--- src/design/hbp_pkg.sv ---
// Package of constants for the host bus port and interrupt block.
package hbp_pkg;

    // ************************************************************
    // Register map (byte addresses on the AXI4-Lite slave)
    // ************************************************************
    localparam logic [7:0] HBP_ADDR_STATUS0 = 8'h00;
    localparam logic [7:0] HBP_ADDR_STATUS3 = 8'h0c;
    localparam logic [7:0] HBP_ADDR_MASK0 = 8'h10;
    localparam logic [7:0] HBP_ADDR_MASK3 = 8'h1c;
    localparam logic [7:0] HBP_ADDR_SUMMARY = 8'h20;
    localparam logic [7:0] HBP_ADDR_PIN_CFG = 8'h24;
    localparam logic [7:0] HBP_ADDR_RX_LEN = 8'h28;
    localparam logic [7:0] HBP_ADDR_BUS_STATE = 8'h2c;
    localparam logic [7:0] HBP_ADDR_RX_DATA = 8'h30;
    localparam logic [7:0] HBP_ADDR_TX_DATA = 8'h34;
    localparam logic [7:0] HBP_ADDR_HALF_SWAP = 8'h38;

    // ************************************************************
    // Field positions and reset values
    // ************************************************************
    localparam int HBP_CFG_OPEN_DRAIN_BIT = 0;
    localparam int HBP_CFG_SHOW_BIT = 1;
    localparam logic [5:0] HBP_RX_LEN_RESET = 6'h20;
    localparam logic [5:0] HBP_RX_LEN_MIN = 6'h02;
    localparam logic [5:0] HBP_HALF_BYTES = 6'h20;
    localparam logic [1:0] HBP_RESP_OKAY = 2'h0;
    localparam logic [1:0] HBP_RESP_SLVERR = 2'h2;

    // ************************************************************
    // Bus protocol and lane choices
    // ************************************************************
    typedef enum logic [1:0] {HBP_DIR_DEMUX, HBP_STROBE_DEMUX, HBP_STROBE_MUX} hbp_proto_t;
    typedef enum logic [1:0] {HBP_LANE_NONE, HBP_LANE_LOW, HBP_LANE_HIGH, HBP_LANE_WORD} hbp_lane_t;

endpackage : hbp_pkg

--- src/design/hbp_top.sv ---
// Host bus port: lane steering, signaling queue window and interrupt aggregation.
//
// The AXI4-Lite interface to the registers and the placing of the registers were chosen for this implementation.
`timescale 1ns/1ps

// Operation
// - Strobe style: high enable and A0 select word, upper odd, lower even, none.
// - Direction style: enable and A0 select word, lower odd, upper even, none.
// - Type select high is direction style; low picks strobe, muxed if latch toggles.
// - Each direction has 64-byte queue in two 32-byte halves, one CPU side.
// - Width strap high allows word queue access; byte access stays allowed.
// - Receive window length is programmable from 32 bytes down to 2.
// - One interrupt output, open-drain or push-pull by configuration.
// - Status registers clear on read and help release the interrupt.
// - Mask bit blocks interrupt and status display when show mode is off.
// - Non-maskable summary holds one bit per status register with unmasked events.
// - Summary clears after the status reads, or keeps showing remaining sources.
// - Interrupt goes inactive only when the summary is all zero.
// - Summary updates are held off during its read; a status read still loads events of the same cycle.
// - Show mode displays masked events without interrupt or summary bit.
// - In show mode a read clears all active bits; unmasked ones behave normally.
// - Mixed byte and word queue accesses are accepted in any order.
module hbp_top
    import hbp_pkg::*;
#(
    parameter int EVENT_BITS = 8,
    parameter int QUEUE_BYTES = 64
)(
    // Clock and reset
    input wire logic clk,
    input wire logic reset_n,
    // AXI4-Lite slave
    input wire logic [7:0] s_axi_awaddr,
    input wire logic s_axi_awvalid,
    output logic s_axi_awready,
    input wire logic [31:0] s_axi_wdata,
    input wire logic [3:0] s_axi_wstrb,
    input wire logic s_axi_wvalid,
    output logic s_axi_wready,
    output logic [1:0] s_axi_bresp,
    output logic s_axi_bvalid,
    input wire logic s_axi_bready,
    input wire logic [7:0] s_axi_araddr,
    input wire logic s_axi_arvalid,
    output logic s_axi_arready,
    output logic [31:0] s_axi_rdata,
    output logic [1:0] s_axi_rresp,
    output logic s_axi_rvalid,
    input wire logic s_axi_rready,
    // Bus style pins
    input wire logic bus_type_select,
    input wire logic latch_enable,
    input wire logic bus_width_strap,
    input wire logic high_lane_enable_n,
    input wire logic lane_select_n,
    input wire logic addr_bit0,
    // Internal event sources, one pulse per event
    input wire logic [EVENT_BITS-1:0] event_pulse [4],
    // Highway side of the queues
    input wire logic [7:0] hw_rx_byte,
    input wire logic hw_rx_write,
    input wire logic hw_tx_read,
    output logic [7:0] hw_tx_byte,
    // Interrupt pin
    output logic irq_out,
    output logic irq_oe,
    output logic irq
);

    if (EVENT_BITS < 1 || EVENT_BITS > 8 || QUEUE_BYTES != 2 * HBP_HALF_BYTES)
        $error("hbp_top: unsupported parameters");

    // ************************************************************
    // Pin synchronisers and bus style decode
    // ************************************************************
    logic [2:0] sel_sync_reg, ale_sync_reg, strap_sync_reg, hle_sync_reg, ls_sync_reg, a0_sync_reg;
    logic ale_toggled_reg;
    hbp_proto_t proto_reg;
    hbp_lane_t lane_reg;

    always_ff @(posedge clk or negedge reset_n)
    begin
        if (!reset_n)
        begin
            sel_sync_reg <= 3'h0;
            ale_sync_reg <= 3'h0;
            strap_sync_reg <= 3'h0;
            hle_sync_reg <= 3'h7;
            ls_sync_reg <= 3'h7;
            a0_sync_reg <= 3'h0;
        end
        else
        begin
            sel_sync_reg <= {sel_sync_reg[1:0], bus_type_select};
            ale_sync_reg <= {ale_sync_reg[1:0], latch_enable};
            strap_sync_reg <= {strap_sync_reg[1:0], bus_width_strap};
            hle_sync_reg <= {hle_sync_reg[1:0], high_lane_enable_n};
            ls_sync_reg <= {ls_sync_reg[1:0], lane_select_n};
            a0_sync_reg <= {a0_sync_reg[1:0], addr_bit0};
        end
    end

    // A latch enable that changed once is taken as switching; it stays so until reset.
    always_ff @(posedge clk or negedge reset_n)
    begin
        if (!reset_n)
            ale_toggled_reg <= 1'b0;
        else if (ale_sync_reg[2] != ale_sync_reg[1])
            ale_toggled_reg <= 1'b1;
    end

    always_ff @(posedge clk or negedge reset_n)
    begin
        if (!reset_n)
            proto_reg <= HBP_STROBE_DEMUX;
        else if (sel_sync_reg[2] == sel_sync_reg[1])
        begin
            if (sel_sync_reg[2])
                proto_reg <= HBP_DIR_DEMUX;
            else if (ale_toggled_reg)
                proto_reg <= HBP_STROBE_MUX;
            else
                proto_reg <= HBP_STROBE_DEMUX;
        end
    end

    function automatic hbp_lane_t hbp_lane_decode(input logic en_n, input logic a0,
                                                  input logic dir_style);
        hbp_lane_t l;
        l = HBP_LANE_NONE;
        unique case ({en_n, a0})
            2'b00: l = HBP_LANE_WORD;
            2'b01: l = dir_style ? HBP_LANE_LOW : HBP_LANE_HIGH;
            2'b10: l = dir_style ? HBP_LANE_HIGH : HBP_LANE_LOW;
            2'b11: l = HBP_LANE_NONE;
        endcase
        return l;
    endfunction : hbp_lane_decode

    always_ff @(posedge clk or negedge reset_n)
    begin
        if (!reset_n)
            lane_reg <= HBP_LANE_NONE;
        else if (!strap_sync_reg[2])
            lane_reg <= HBP_LANE_LOW;
        else if (proto_reg == HBP_DIR_DEMUX)
        begin
            if (ls_sync_reg[2] == ls_sync_reg[1] && a0_sync_reg[2] == a0_sync_reg[1])
                lane_reg <= hbp_lane_decode(ls_sync_reg[2], a0_sync_reg[2], 1'b1);
        end
        else if (hle_sync_reg[2] == hle_sync_reg[1] && a0_sync_reg[2] == a0_sync_reg[1])
            lane_reg <= hbp_lane_decode(hle_sync_reg[2], a0_sync_reg[2], 1'b0);
    end

    // ************************************************************
    // AXI4-Lite handshake
    // ************************************************************
    logic aw_held_reg, w_held_reg;
    logic [7:0] aw_addr_reg;
    logic [31:0] w_data_reg;
    logic [3:0] w_strb_reg;
    logic do_write, do_read;

    assign do_write = aw_held_reg && w_held_reg && !s_axi_bvalid;
    assign do_read = s_axi_arvalid && s_axi_arready;

    always_ff @(posedge clk or negedge reset_n)
    begin
        if (!reset_n)
        begin
            aw_held_reg <= 1'b0;
            w_held_reg <= 1'b0;
            aw_addr_reg <= 8'h00;
            w_data_reg <= 32'h0000_0000;
            w_strb_reg <= 4'h0;
            s_axi_bvalid <= 1'b0;
            s_axi_bresp <= HBP_RESP_OKAY;
        end
        else
        begin
            if (s_axi_awvalid && s_axi_awready)
            begin
                aw_held_reg <= 1'b1;
                aw_addr_reg <= s_axi_awaddr;
            end
            if (s_axi_wvalid && s_axi_wready)
            begin
                w_held_reg <= 1'b1;
                w_data_reg <= s_axi_wdata;
                w_strb_reg <= s_axi_wstrb;
            end
            if (do_write)
            begin
                aw_held_reg <= 1'b0;
                w_held_reg <= 1'b0;
                s_axi_bvalid <= 1'b1;
                s_axi_bresp <= write_ok(aw_addr_reg) ? HBP_RESP_OKAY : HBP_RESP_SLVERR;
            end
            else if (s_axi_bvalid && s_axi_bready)
                s_axi_bvalid <= 1'b0;
        end
    end

    assign s_axi_awready = !aw_held_reg && !s_axi_bvalid;
    assign s_axi_wready = !w_held_reg && !s_axi_bvalid;
    assign s_axi_arready = !s_axi_rvalid;

    function automatic logic write_ok(input logic [7:0] a);
        return (a >= HBP_ADDR_MASK0 && a <= HBP_ADDR_MASK3 && a[1:0] == 2'h0)
            || a == HBP_ADDR_PIN_CFG || a == HBP_ADDR_RX_LEN
            || a == HBP_ADDR_TX_DATA || a == HBP_ADDR_HALF_SWAP;
    endfunction : write_ok

    // ************************************************************
    // Interrupt status, mask, summary
    // ************************************************************
    logic [EVENT_BITS-1:0] status_reg [4];
    logic [EVENT_BITS-1:0] mask_reg [4];
    logic [1:0] pin_cfg_reg;
    logic [3:0] summary_reg;
    logic [3:0] status_read;
    logic summary_read;

    assign summary_read = do_read && s_axi_araddr == HBP_ADDR_SUMMARY;

    generate
        for (genvar g = 0; g < 4; g++)
        begin : g_irq
            logic [EVENT_BITS-1:0] shown;
            assign status_read[g] = do_read && s_axi_araddr == HBP_ADDR_STATUS0 + 8'(4 * g);
            // Masked events are dropped unless the show mode keeps them.
            assign shown = event_pulse[g] & (~mask_reg[g] |
                {EVENT_BITS{pin_cfg_reg[HBP_CFG_SHOW_BIT]}});
            always_ff @(posedge clk or negedge reset_n)
            begin
                if (!reset_n)
                    status_reg[g] <= '0;
                else if (status_read[g])
                    status_reg[g] <= shown;
                else
                    status_reg[g] <= status_reg[g] | shown;
            end
            always_ff @(posedge clk or negedge reset_n)
            begin
                if (!reset_n)
                    mask_reg[g] <= '0;
                else if (do_write && aw_addr_reg == HBP_ADDR_MASK0 + 8'(4 * g) && w_strb_reg[0])
                    mask_reg[g] <= w_data_reg[EVENT_BITS-1:0];
            end
            // Summary follows unmasked pending bits; it is frozen during its own read.
            always_ff @(posedge clk or negedge reset_n)
            begin
                if (!reset_n)
                    summary_reg[g] <= 1'b0;
                else if (!summary_read)
                    summary_reg[g] <= |(status_reg[g] & ~mask_reg[g]);
            end
        end
    endgenerate

    always_ff @(posedge clk or negedge reset_n)
    begin
        if (!reset_n)
            pin_cfg_reg <= 2'h0;
        else if (do_write && aw_addr_reg == HBP_ADDR_PIN_CFG && w_strb_reg[0])
            pin_cfg_reg <= w_data_reg[1:0];
    end

    // Open drain only pulls low; push-pull drives both levels with active-low sense.
    always_ff @(posedge clk or negedge reset_n)
    begin
        if (!reset_n)
        begin
            irq <= 1'b0;
            irq_out <= 1'b1;
            irq_oe <= 1'b0;
        end
        else
        begin
            irq <= |summary_reg;
            irq_out <= ~|summary_reg;
            irq_oe <= !pin_cfg_reg[HBP_CFG_OPEN_DRAIN_BIT] || |summary_reg;
        end
    end

    // ************************************************************
    // Signaling queues: two halves each way
    // ************************************************************
    logic [7:0] rx_mem [QUEUE_BYTES];
    logic [7:0] tx_mem [QUEUE_BYTES];
    logic rx_half_reg, tx_half_reg;
    logic [4:0] rx_cpu_ptr_reg, rx_hw_ptr_reg, tx_cpu_ptr_reg, tx_hw_ptr_reg;
    logic [5:0] rx_len_reg;
    logic rx_data_read, tx_data_write, word_access;

    assign rx_data_read = do_read && s_axi_araddr == HBP_ADDR_RX_DATA;
    assign tx_data_write = do_write && aw_addr_reg == HBP_ADDR_TX_DATA;
    assign word_access = lane_reg == HBP_LANE_WORD && strap_sync_reg[2];

    always_ff @(posedge clk or negedge reset_n)
    begin
        if (!reset_n)
            rx_len_reg <= HBP_RX_LEN_RESET;
        else if (do_write && aw_addr_reg == HBP_ADDR_RX_LEN && w_strb_reg[0])
        begin
            if (w_data_reg[5:0] < HBP_RX_LEN_MIN)
                rx_len_reg <= HBP_RX_LEN_MIN;
            else if (w_data_reg[5:0] > HBP_RX_LEN_RESET)
                rx_len_reg <= HBP_RX_LEN_RESET;
            else
                rx_len_reg <= w_data_reg[5:0];
        end
    end

    // A swap write hands the CPU the other half of the selected direction.
    always_ff @(posedge clk or negedge reset_n)
    begin
        if (!reset_n)
        begin
            rx_half_reg <= 1'b0;
            tx_half_reg <= 1'b0;
        end
        else if (do_write && aw_addr_reg == HBP_ADDR_HALF_SWAP)
        begin
            rx_half_reg <= rx_half_reg ^ w_data_reg[0];
            tx_half_reg <= tx_half_reg ^ w_data_reg[1];
        end
    end

    always_ff @(posedge clk)
    begin
        if (hw_rx_write)
            rx_mem[{~rx_half_reg, rx_hw_ptr_reg}] <= hw_rx_byte;
        if (tx_data_write)
        begin
            tx_mem[{tx_half_reg, tx_cpu_ptr_reg}] <= w_data_reg[7:0];
            if (word_access)
                tx_mem[{tx_half_reg, tx_cpu_ptr_reg + 5'h01}] <= w_data_reg[15:8];
        end
    end

    always_ff @(posedge clk or negedge reset_n)
    begin
        if (!reset_n)
        begin
            rx_cpu_ptr_reg <= 5'h00;
            rx_hw_ptr_reg <= 5'h00;
            tx_cpu_ptr_reg <= 5'h00;
            tx_hw_ptr_reg <= 5'h00;
            hw_tx_byte <= 8'h00;
        end
        else
        begin
            if (hw_rx_write)
                rx_hw_ptr_reg <= rx_hw_ptr_reg + 5'h01;
            if (rx_data_read)
                rx_cpu_ptr_reg <= 5'((6'(rx_cpu_ptr_reg) + (word_access ? 6'h02 : 6'h01))
                    % rx_len_reg);
            if (tx_data_write)
                tx_cpu_ptr_reg <= tx_cpu_ptr_reg + (word_access ? 5'h02 : 5'h01);
            if (hw_tx_read)
            begin
                hw_tx_byte <= tx_mem[{~tx_half_reg, tx_hw_ptr_reg}];
                tx_hw_ptr_reg <= tx_hw_ptr_reg + 5'h01;
            end
        end
    end

    // ************************************************************
    // Read data path
    // ************************************************************
    always_ff @(posedge clk or negedge reset_n)
    begin
        if (!reset_n)
        begin
            s_axi_rvalid <= 1'b0;
            s_axi_rdata <= 32'h0000_0000;
            s_axi_rresp <= HBP_RESP_OKAY;
        end
        else if (do_read)
        begin
            s_axi_rvalid <= 1'b1;
            s_axi_rresp <= HBP_RESP_OKAY;
            s_axi_rdata <= 32'h0000_0000;
            if (s_axi_araddr <= HBP_ADDR_STATUS3 && s_axi_araddr[1:0] == 2'h0)
                s_axi_rdata[EVENT_BITS-1:0] <= status_reg[s_axi_araddr[3:2]];
            else if (s_axi_araddr >= HBP_ADDR_MASK0 && s_axi_araddr <= HBP_ADDR_MASK3
                     && s_axi_araddr[1:0] == 2'h0)
                s_axi_rdata[EVENT_BITS-1:0] <= mask_reg[s_axi_araddr[3:2]];
            else if (summary_read)
                s_axi_rdata[3:0] <= summary_reg;
            else if (s_axi_araddr == HBP_ADDR_PIN_CFG)
                s_axi_rdata[1:0] <= pin_cfg_reg;
            else if (s_axi_araddr == HBP_ADDR_RX_LEN)
                s_axi_rdata[5:0] <= rx_len_reg;
            else if (s_axi_araddr == HBP_ADDR_BUS_STATE)
                s_axi_rdata[6:0] <= {tx_half_reg, rx_half_reg, strap_sync_reg[2], lane_reg,
                    proto_reg};
            else if (rx_data_read)
            begin
                s_axi_rdata[7:0] <= rx_mem[{rx_half_reg, rx_cpu_ptr_reg}];
                if (word_access)
                    s_axi_rdata[15:8] <= rx_mem[{rx_half_reg, rx_cpu_ptr_reg + 5'h01}];
            end
            else
                s_axi_rresp <= HBP_RESP_SLVERR;
        end
        else if (s_axi_rready)
            s_axi_rvalid <= 1'b0;
    end

endmodule : hbp_top

--- config.mk ---
export PLATFORM = sky130hd
export DESIGN_NAME = hbp_top
export DESIGN_NICKNAME = d
export VERILOG_FILES = /design/src/design/hbp_pkg.sv /design/src/design/hbp_top.sv
export SDC_FILE = /design/constraint.sdc
export NUM_CORES = 2
export LEC_CHECK = 0
export ABC_AREA = 1
export BUFFER_PORTS_ARGS = -buffer_cell sky130_fd_sc_hd__buf_4
export CORE_MARGIN = 4
export CORE_UTILIZATION = 55
export DETAILED_ROUTE_END_ITERATION = 8
export PLACE_DENSITY = 0.72
export SLEW_MARGIN = 30
export SYNTH_ARGS = -nofsm -noshare
export SYNTH_HDL_FRONTEND = slang
export SYNTH_SLANG_ARGS = --single-unit
--- constraint.sdc ---
create_clock -name clk -period 10.5 [get_ports clk]
set_clock_uncertainty 0.15 [all_clocks]
set_input_delay 0.525 -clock clk [delete_from_list [all_inputs] [get_ports clk]]
set_output_delay 0.525 -clock clk [all_outputs]
set_load 0.1 [all_outputs]
After elaboration in Yosys (flattened, before gate mapping):

Memories as Yosys holds them, arrays and structs flattened. A register that Yosys moved wholly into a read port is not among the register bits.
Index checks and enable logic that the tools add are counted.
W data, S select, Z words.

* bits in writable memories: 1024
* word-level logic and storage cells: 250
* bits in latches: 0
* register bits: 173
* ROM bits: 0
* input bits: 107
* output and inout port bits: 52
* memories: 2

* add/subtract/negate cells: 6
* $lt $le $gt $ge: 8
* muxes and demuxes: 72
* bitwise gates (word level): 25
* reductions and logical operators: 64
* equality and inequality tests: 30
* divide/modulo/power cells: 1
* $mul: 0
* shifts and indexed selects: 0

Memory list
* rx_mem: words 64, width 8, read ports 2, clocked after Yosys merged registers in 0, wr ports 1, RTL line hbp_top.sv:289 `logic [7:0] rx_mem [QUEUE_BYTES];`
* tx_mem: words 64, width 8, read ports 1, clocked after Yosys merged registers in 1, wr ports 2, RTL line hbp_top.sv:290 `logic [7:0] tx_mem [QUEUE_BYTES];`

Operator list (count)
* $mux W16: 8
* $mux W8: 13
* $eq A8 B6 Y1 const B: 9
* $and A8 B8 Y8: 8
* $or A8 B8 Y8: 8
* $mux W7: 7
* $logic_and A1 B1 Y1: 36
* $mux W2: 17
* $bmux W8 S2: 2
* $eq A8 B5 Y1 const B: 4
* $not A8 Y8: 4
* $reduce_or A8 Y1: 4
* $add A5 B1 Y5 const B: 4
* $mux W6: 3
* $eq A8 B4 Y1 const B: 2
* $ge A8 B5 Y1 const B: 2
* $le A8 B5 Y1 const B: 2
* $pmux W2 S4: 2
* $mux W1: 15
* $mux W14: 1
* $mux W12: 1
* $eq A2 B2 Y1 const B: 5
* $logic_not A2 Y1: 5
* $mux W10: 1
* 24 further kinds: 43

Longest topological paths before layout:

* word-level depth: 23
* mapped depth: 50
* depth with buffers taken out: 50

Worst setup path after synthesis:

No wires, ideal clock.

* path kind: register to register
* from: register lane_reg[0]
* to: register rx_cpu_ptr_reg[2]
* required time: 10197 ps
* clock period less this slack: 7566 ps
* library setup time: 153 ps
* data arrival time: 7264 ps
* path buffers: 0
* slack: 2934 ps
* cell stages (with the launch flop): 46
* path through: dfrtp_1 -> inv_1 -> nor3_2 -> inv_1 -> ha_1 -> a21oi_1 -> or2_2 -> nor3_1 -> ha_1 -> o211ai_1 -> nand2_1 -> o21ai_0 -> ha_1 -> o21a_1 -> o21ai_0 -> o21ai_0 -> ha_1 -> inv_1 -> [10 not listed] -> o21ai_0 -> ha_1 -> a21oi_1 -> nand2_1 -> a21oi_1 -> o21bai_1 -> nand2_1 -> a21oi_1 -> clkinv_1 -> o21ai_0 -> ha_1 -> a21oi_1 -> nor2_1 -> a211oi_1 -> and3_1 -> inv_1 -> o21ai_0 -> o21ai_0

* word-level cells in the longest chain between the ends: 5

Ends and longest elaborated chain
* start, declared: RTL line hbp_top.sv:79 `hbp_lane_t lane_reg;`
* start signal, assigned: RTL line hbp_top.sv:149 `lane_reg <= hbp_lane_decode(ls_sync_reg[2], a0_sync_reg[2], 1'b1);`
* start signal, assigned: RTL line hbp_top.sv:152 `lane_reg <= hbp_lane_decode(hle_sync_reg[2], a0_sync_reg[2], 1'b0);`
* $eq A2 B2 Y1: RTL line hbp_top.sv:298 `assign word_access = lane_reg == HBP_LANE_WORD && strap_sync_reg[2];`
* $logic_and A1 B1 Y1: RTL line hbp_top.sv:298
* $mux W2: RTL line hbp_top.sv:357 `rx_cpu_ptr_reg <= 5'((6'(rx_cpu_ptr_reg) + (word_access ? 6'h02 : 6'h01))`
* $add A5 B2 Y6: RTL line hbp_top.sv:357
* $mod A6 B6 Y6: RTL line hbp_top.sv:358 `% rx_len_reg);`
* end signal, assigned: RTL line hbp_top.sv:357
* end, declared: RTL line hbp_top.sv:292 `logic [4:0] rx_cpu_ptr_reg, rx_hw_ptr_reg, tx_cpu_ptr_reg, tx_hw_ptr_reg;`

No other way between the ends.
A chain may end at the register's enable or synchronous reset.

Worst setup path after layout:

* from: register lane_reg[0]
* to: register rx_cpu_ptr_reg[4]

The elaborated chain is that of the path after synthesis.

==> results.txt <==
die area: 0.1147 mm2
DR WL/cell: 23.53 um
count leader, synth: o21ai_0
worst vdd ir: 0.8274 mV
XOR/XNOR share of the synthesized area: 0.5516%
Fmax achieved: 109.0 MHz
Hold Violations, Final: 0
NetSw: 7.880 mW
cell leakage power: 25.28 nW
nets@finish: 6549
combinational family with the most area after synthesis: compound AO/OA/AOI/OAI gates
unrepaired setup endpoints after global routing: no
Crit Path Class: flop to flop
sequential share of the synthesized area: 58.62%
Min Clock Period, post-route: 9.176 ns
Post-synth EDFFs: 1024
Via density: 6.372
Netlist cell types: 56
share of layout cells above drive strength 1: 7.552%
Syn Area/Cell: 9.220 um2
yosys warns: 0
max incr delay on CP: 0.64 ns
Worst EP required: 10.96 ns
antenna violations before repair: 2
final slew viol count: 0
largest net degree at the start of global routing: 251
asr flop ratio synth: 14.88%
1st-iter DRT viols: 7171
vias: 50540
dominant synthesized flop cell: edfxtp_1
Mapped Cells: 6520
htree depth: 4
overall routing resource usage: 31.58%
Comb power frac: 43.9%
Synth Area in Compound Gates: 18.22%
Root Buffer Master: clkbuf_16
area grow syn2layout: 10.74%
row cnt: 121
crit path DAT: 9.63 ns
post-route ant nets: 0
Port Buffers: 121
critical path launch point type: flop
Cell Int Power: 10.95 mW
Synth area leader: edfxtp_1
CP most frequent cell: o21ai_0
sw frac: 41.85%
vias in the first global route: 46830
Rel. slew slack: 27.33%
clock power share: 24.9%
synthesized flop and latch total: 1203
max-cap check violation count: 0
CTS Buf Count: 132
critical path buffer and inverter count: 6
Worst path slowest cell: nor3_2
Hold Path Class: input port to async pin
IO Pins: 159
WHS: 0.1573 ns
Die Y: 338.6 um
# setup viols final: 0
initial core utilization: 55.30%
drt pass-1 iters: 8
clock sink total: 1203
gpl congestion: 0.9535
Post-Synth Adder-Cell Area: 0.7452%
first-pass GRT wire length: 281700 um
biggest regs: rx_mem x512, tx_mem x512
Slew @ Worst Pin: 1.090 ns
gr ovfl total: 0
Worst-path clk slew: 0.06 ns
post-CTS sizing: 0
Worst-Skew Late Latency: 0.75 ns
status: finished, final reports clean
DRT Wirelength: 186600 um
critical path's top delay family: compound AO/OA/AOI/OAI gates
mux share of post-synthesis cell area: 0.2081%
Clock Tree Buf Depth: 3
TritonCTS clock tree: done
Horiz. Die Dim: 338.6 um
Mapped Area: 0.06011 mm2
Crit Path Max Fanout: 10
period utilisation layout: 87.39%
Worst Setup End Kind: flop
Commonest cells post-synth: o21ai_0, nand2_1, edfxtp_1
post-synthesis simple-gate area fraction: 16.28%
Synth top area share: 51.15%
DRC viols: 0
Reg power frac: 31.3%
power per cell area: 282.8 mW/mm2
setup TNS: 0 ns
Detailed Place HPWL: 111900 um
synth top area cells: edfxtp_1, o21ai_0, nand2_1
Std-Cell Core Area: 0.1087 mm2
[worst paths after layout]
path / from / endpoint / slack [ns] / cells after the start
worst max register to register: lane_reg[0] / rx_cpu_ptr_reg[4] / 1.32 / 45
worst min-delay path: reset_n / tx_hw_ptr_reg[0] / 0.16 / 2
max in group asynchronous: reset_n / s_axi_rdata[8] / 7.95 / 4
worst max-delay path: lane_reg[0] / rx_cpu_ptr_reg[4] / 1.32 / 45
worst min register to register: a0_sync_reg[0] / a0_sync_reg[1] / 0.19 / 0
min in group clk: s_axi_awvalid / aw_held_reg / 0.19 / 3
[timing repair]
item                      CTS  global route
hold endpoints to repair  126             0
setup buffers               0             0
hold buffers               68             0
[layout make-up]
type,instances,area (um2)
inverters,294,1117
clock buffers,173,3602
multi-input cells,4506,21840
flip-flops and latches,1203,35270
diodes,2,5.005
fillers,8840,42130
clock inverters,68,718.2
repair buffers,271,2256
well taps,1414,1769
[layout by cell type, fill, tap and decap left out, types with 136 or more instances in the layout]
| cell type | n |
|---|---|
| a21oi_1 | 174 |
| buf_4 | 197 |
| clkbuf_16 | 136 |
| dfrtp_1 | 157 |
| edfxtp_1 | 1024 |
| inv_1 | 268 |
| nand2_1 | 1311 |
| nand3_1 | 300 |
| nor2_1 | 659 |
| o21ai_0 | 1306 |
| o22ai_1 | 202 |
[logic make-up after synthesis]
logic type | count (synthesis)
adder cells (fa/ha/maj) | 34
AND/OR/NAND/NOR | 2403
other | 1
flip-flops | 1203
XOR/XNOR | 37
multiplexers | 12
buffers and inverters | 828
AO/OA/AOI/OAI | 2002
[metal layers]
| metal | vias up | global-route usage [%] | share of wire (%) |
|---|---|---|---|
| met5 | - | 0 | 0 |
| met1 | 23940 | 42.43 | 38 |
| li1 | 22740 | - | - |
| met4 | 0 | 15.79 | 5.3 |
| met3 | 605 | 5.380 | 11 |
| met2 | 3257 | 50.02 | 46 |
[worst reg2reg max path: cells and delay by family, from the launching register on]
family	cells	cell delay, ns
AO/OA/AOI/OAI	20	3.56
adder cells (fa/ha/maj)	7	2.27
AND/OR/NAND/NOR	12	1.74
buffers and inverters	6	0.93
flip-flops	1	0.35
[power by group through the flow]
stage | Sequential (mW) | Clock (mW) | Combinational, mW
floorplan | 6.00 | 0 | 5.77
global placement | 6.00 | 0 | 7.94
detailed placement | 6.00 | 0 | 8.03
CTS | 5.91 | 4.70 | 8.07
global route | 5.91 | 4.92 | 9.11
finish | 5.89 | 4.68 | 8.26
[per-stage QoR]
step / area [um2] / util [%] / setup slack (ns) / cells / power (mW)
floorplan: 60180 / - / 2.934 / 6537 / 11.78
global placement: 61480 / 56.56 / 1.347 / 7619 / 13.94
detailed placement: 61510 / 56.59 / 1.366 / 7619 / 14.04
CTS: 66510 / 61.19 / 1.281 / 7928 / 18.68
global route: 66570 / 61.24 / 0.2012 / 7931 / 19.93
finish: 66570 / 61.24 / 1.324 / 7931 / 18.83
Note: power is estimated with default switching activity, not from simulation.
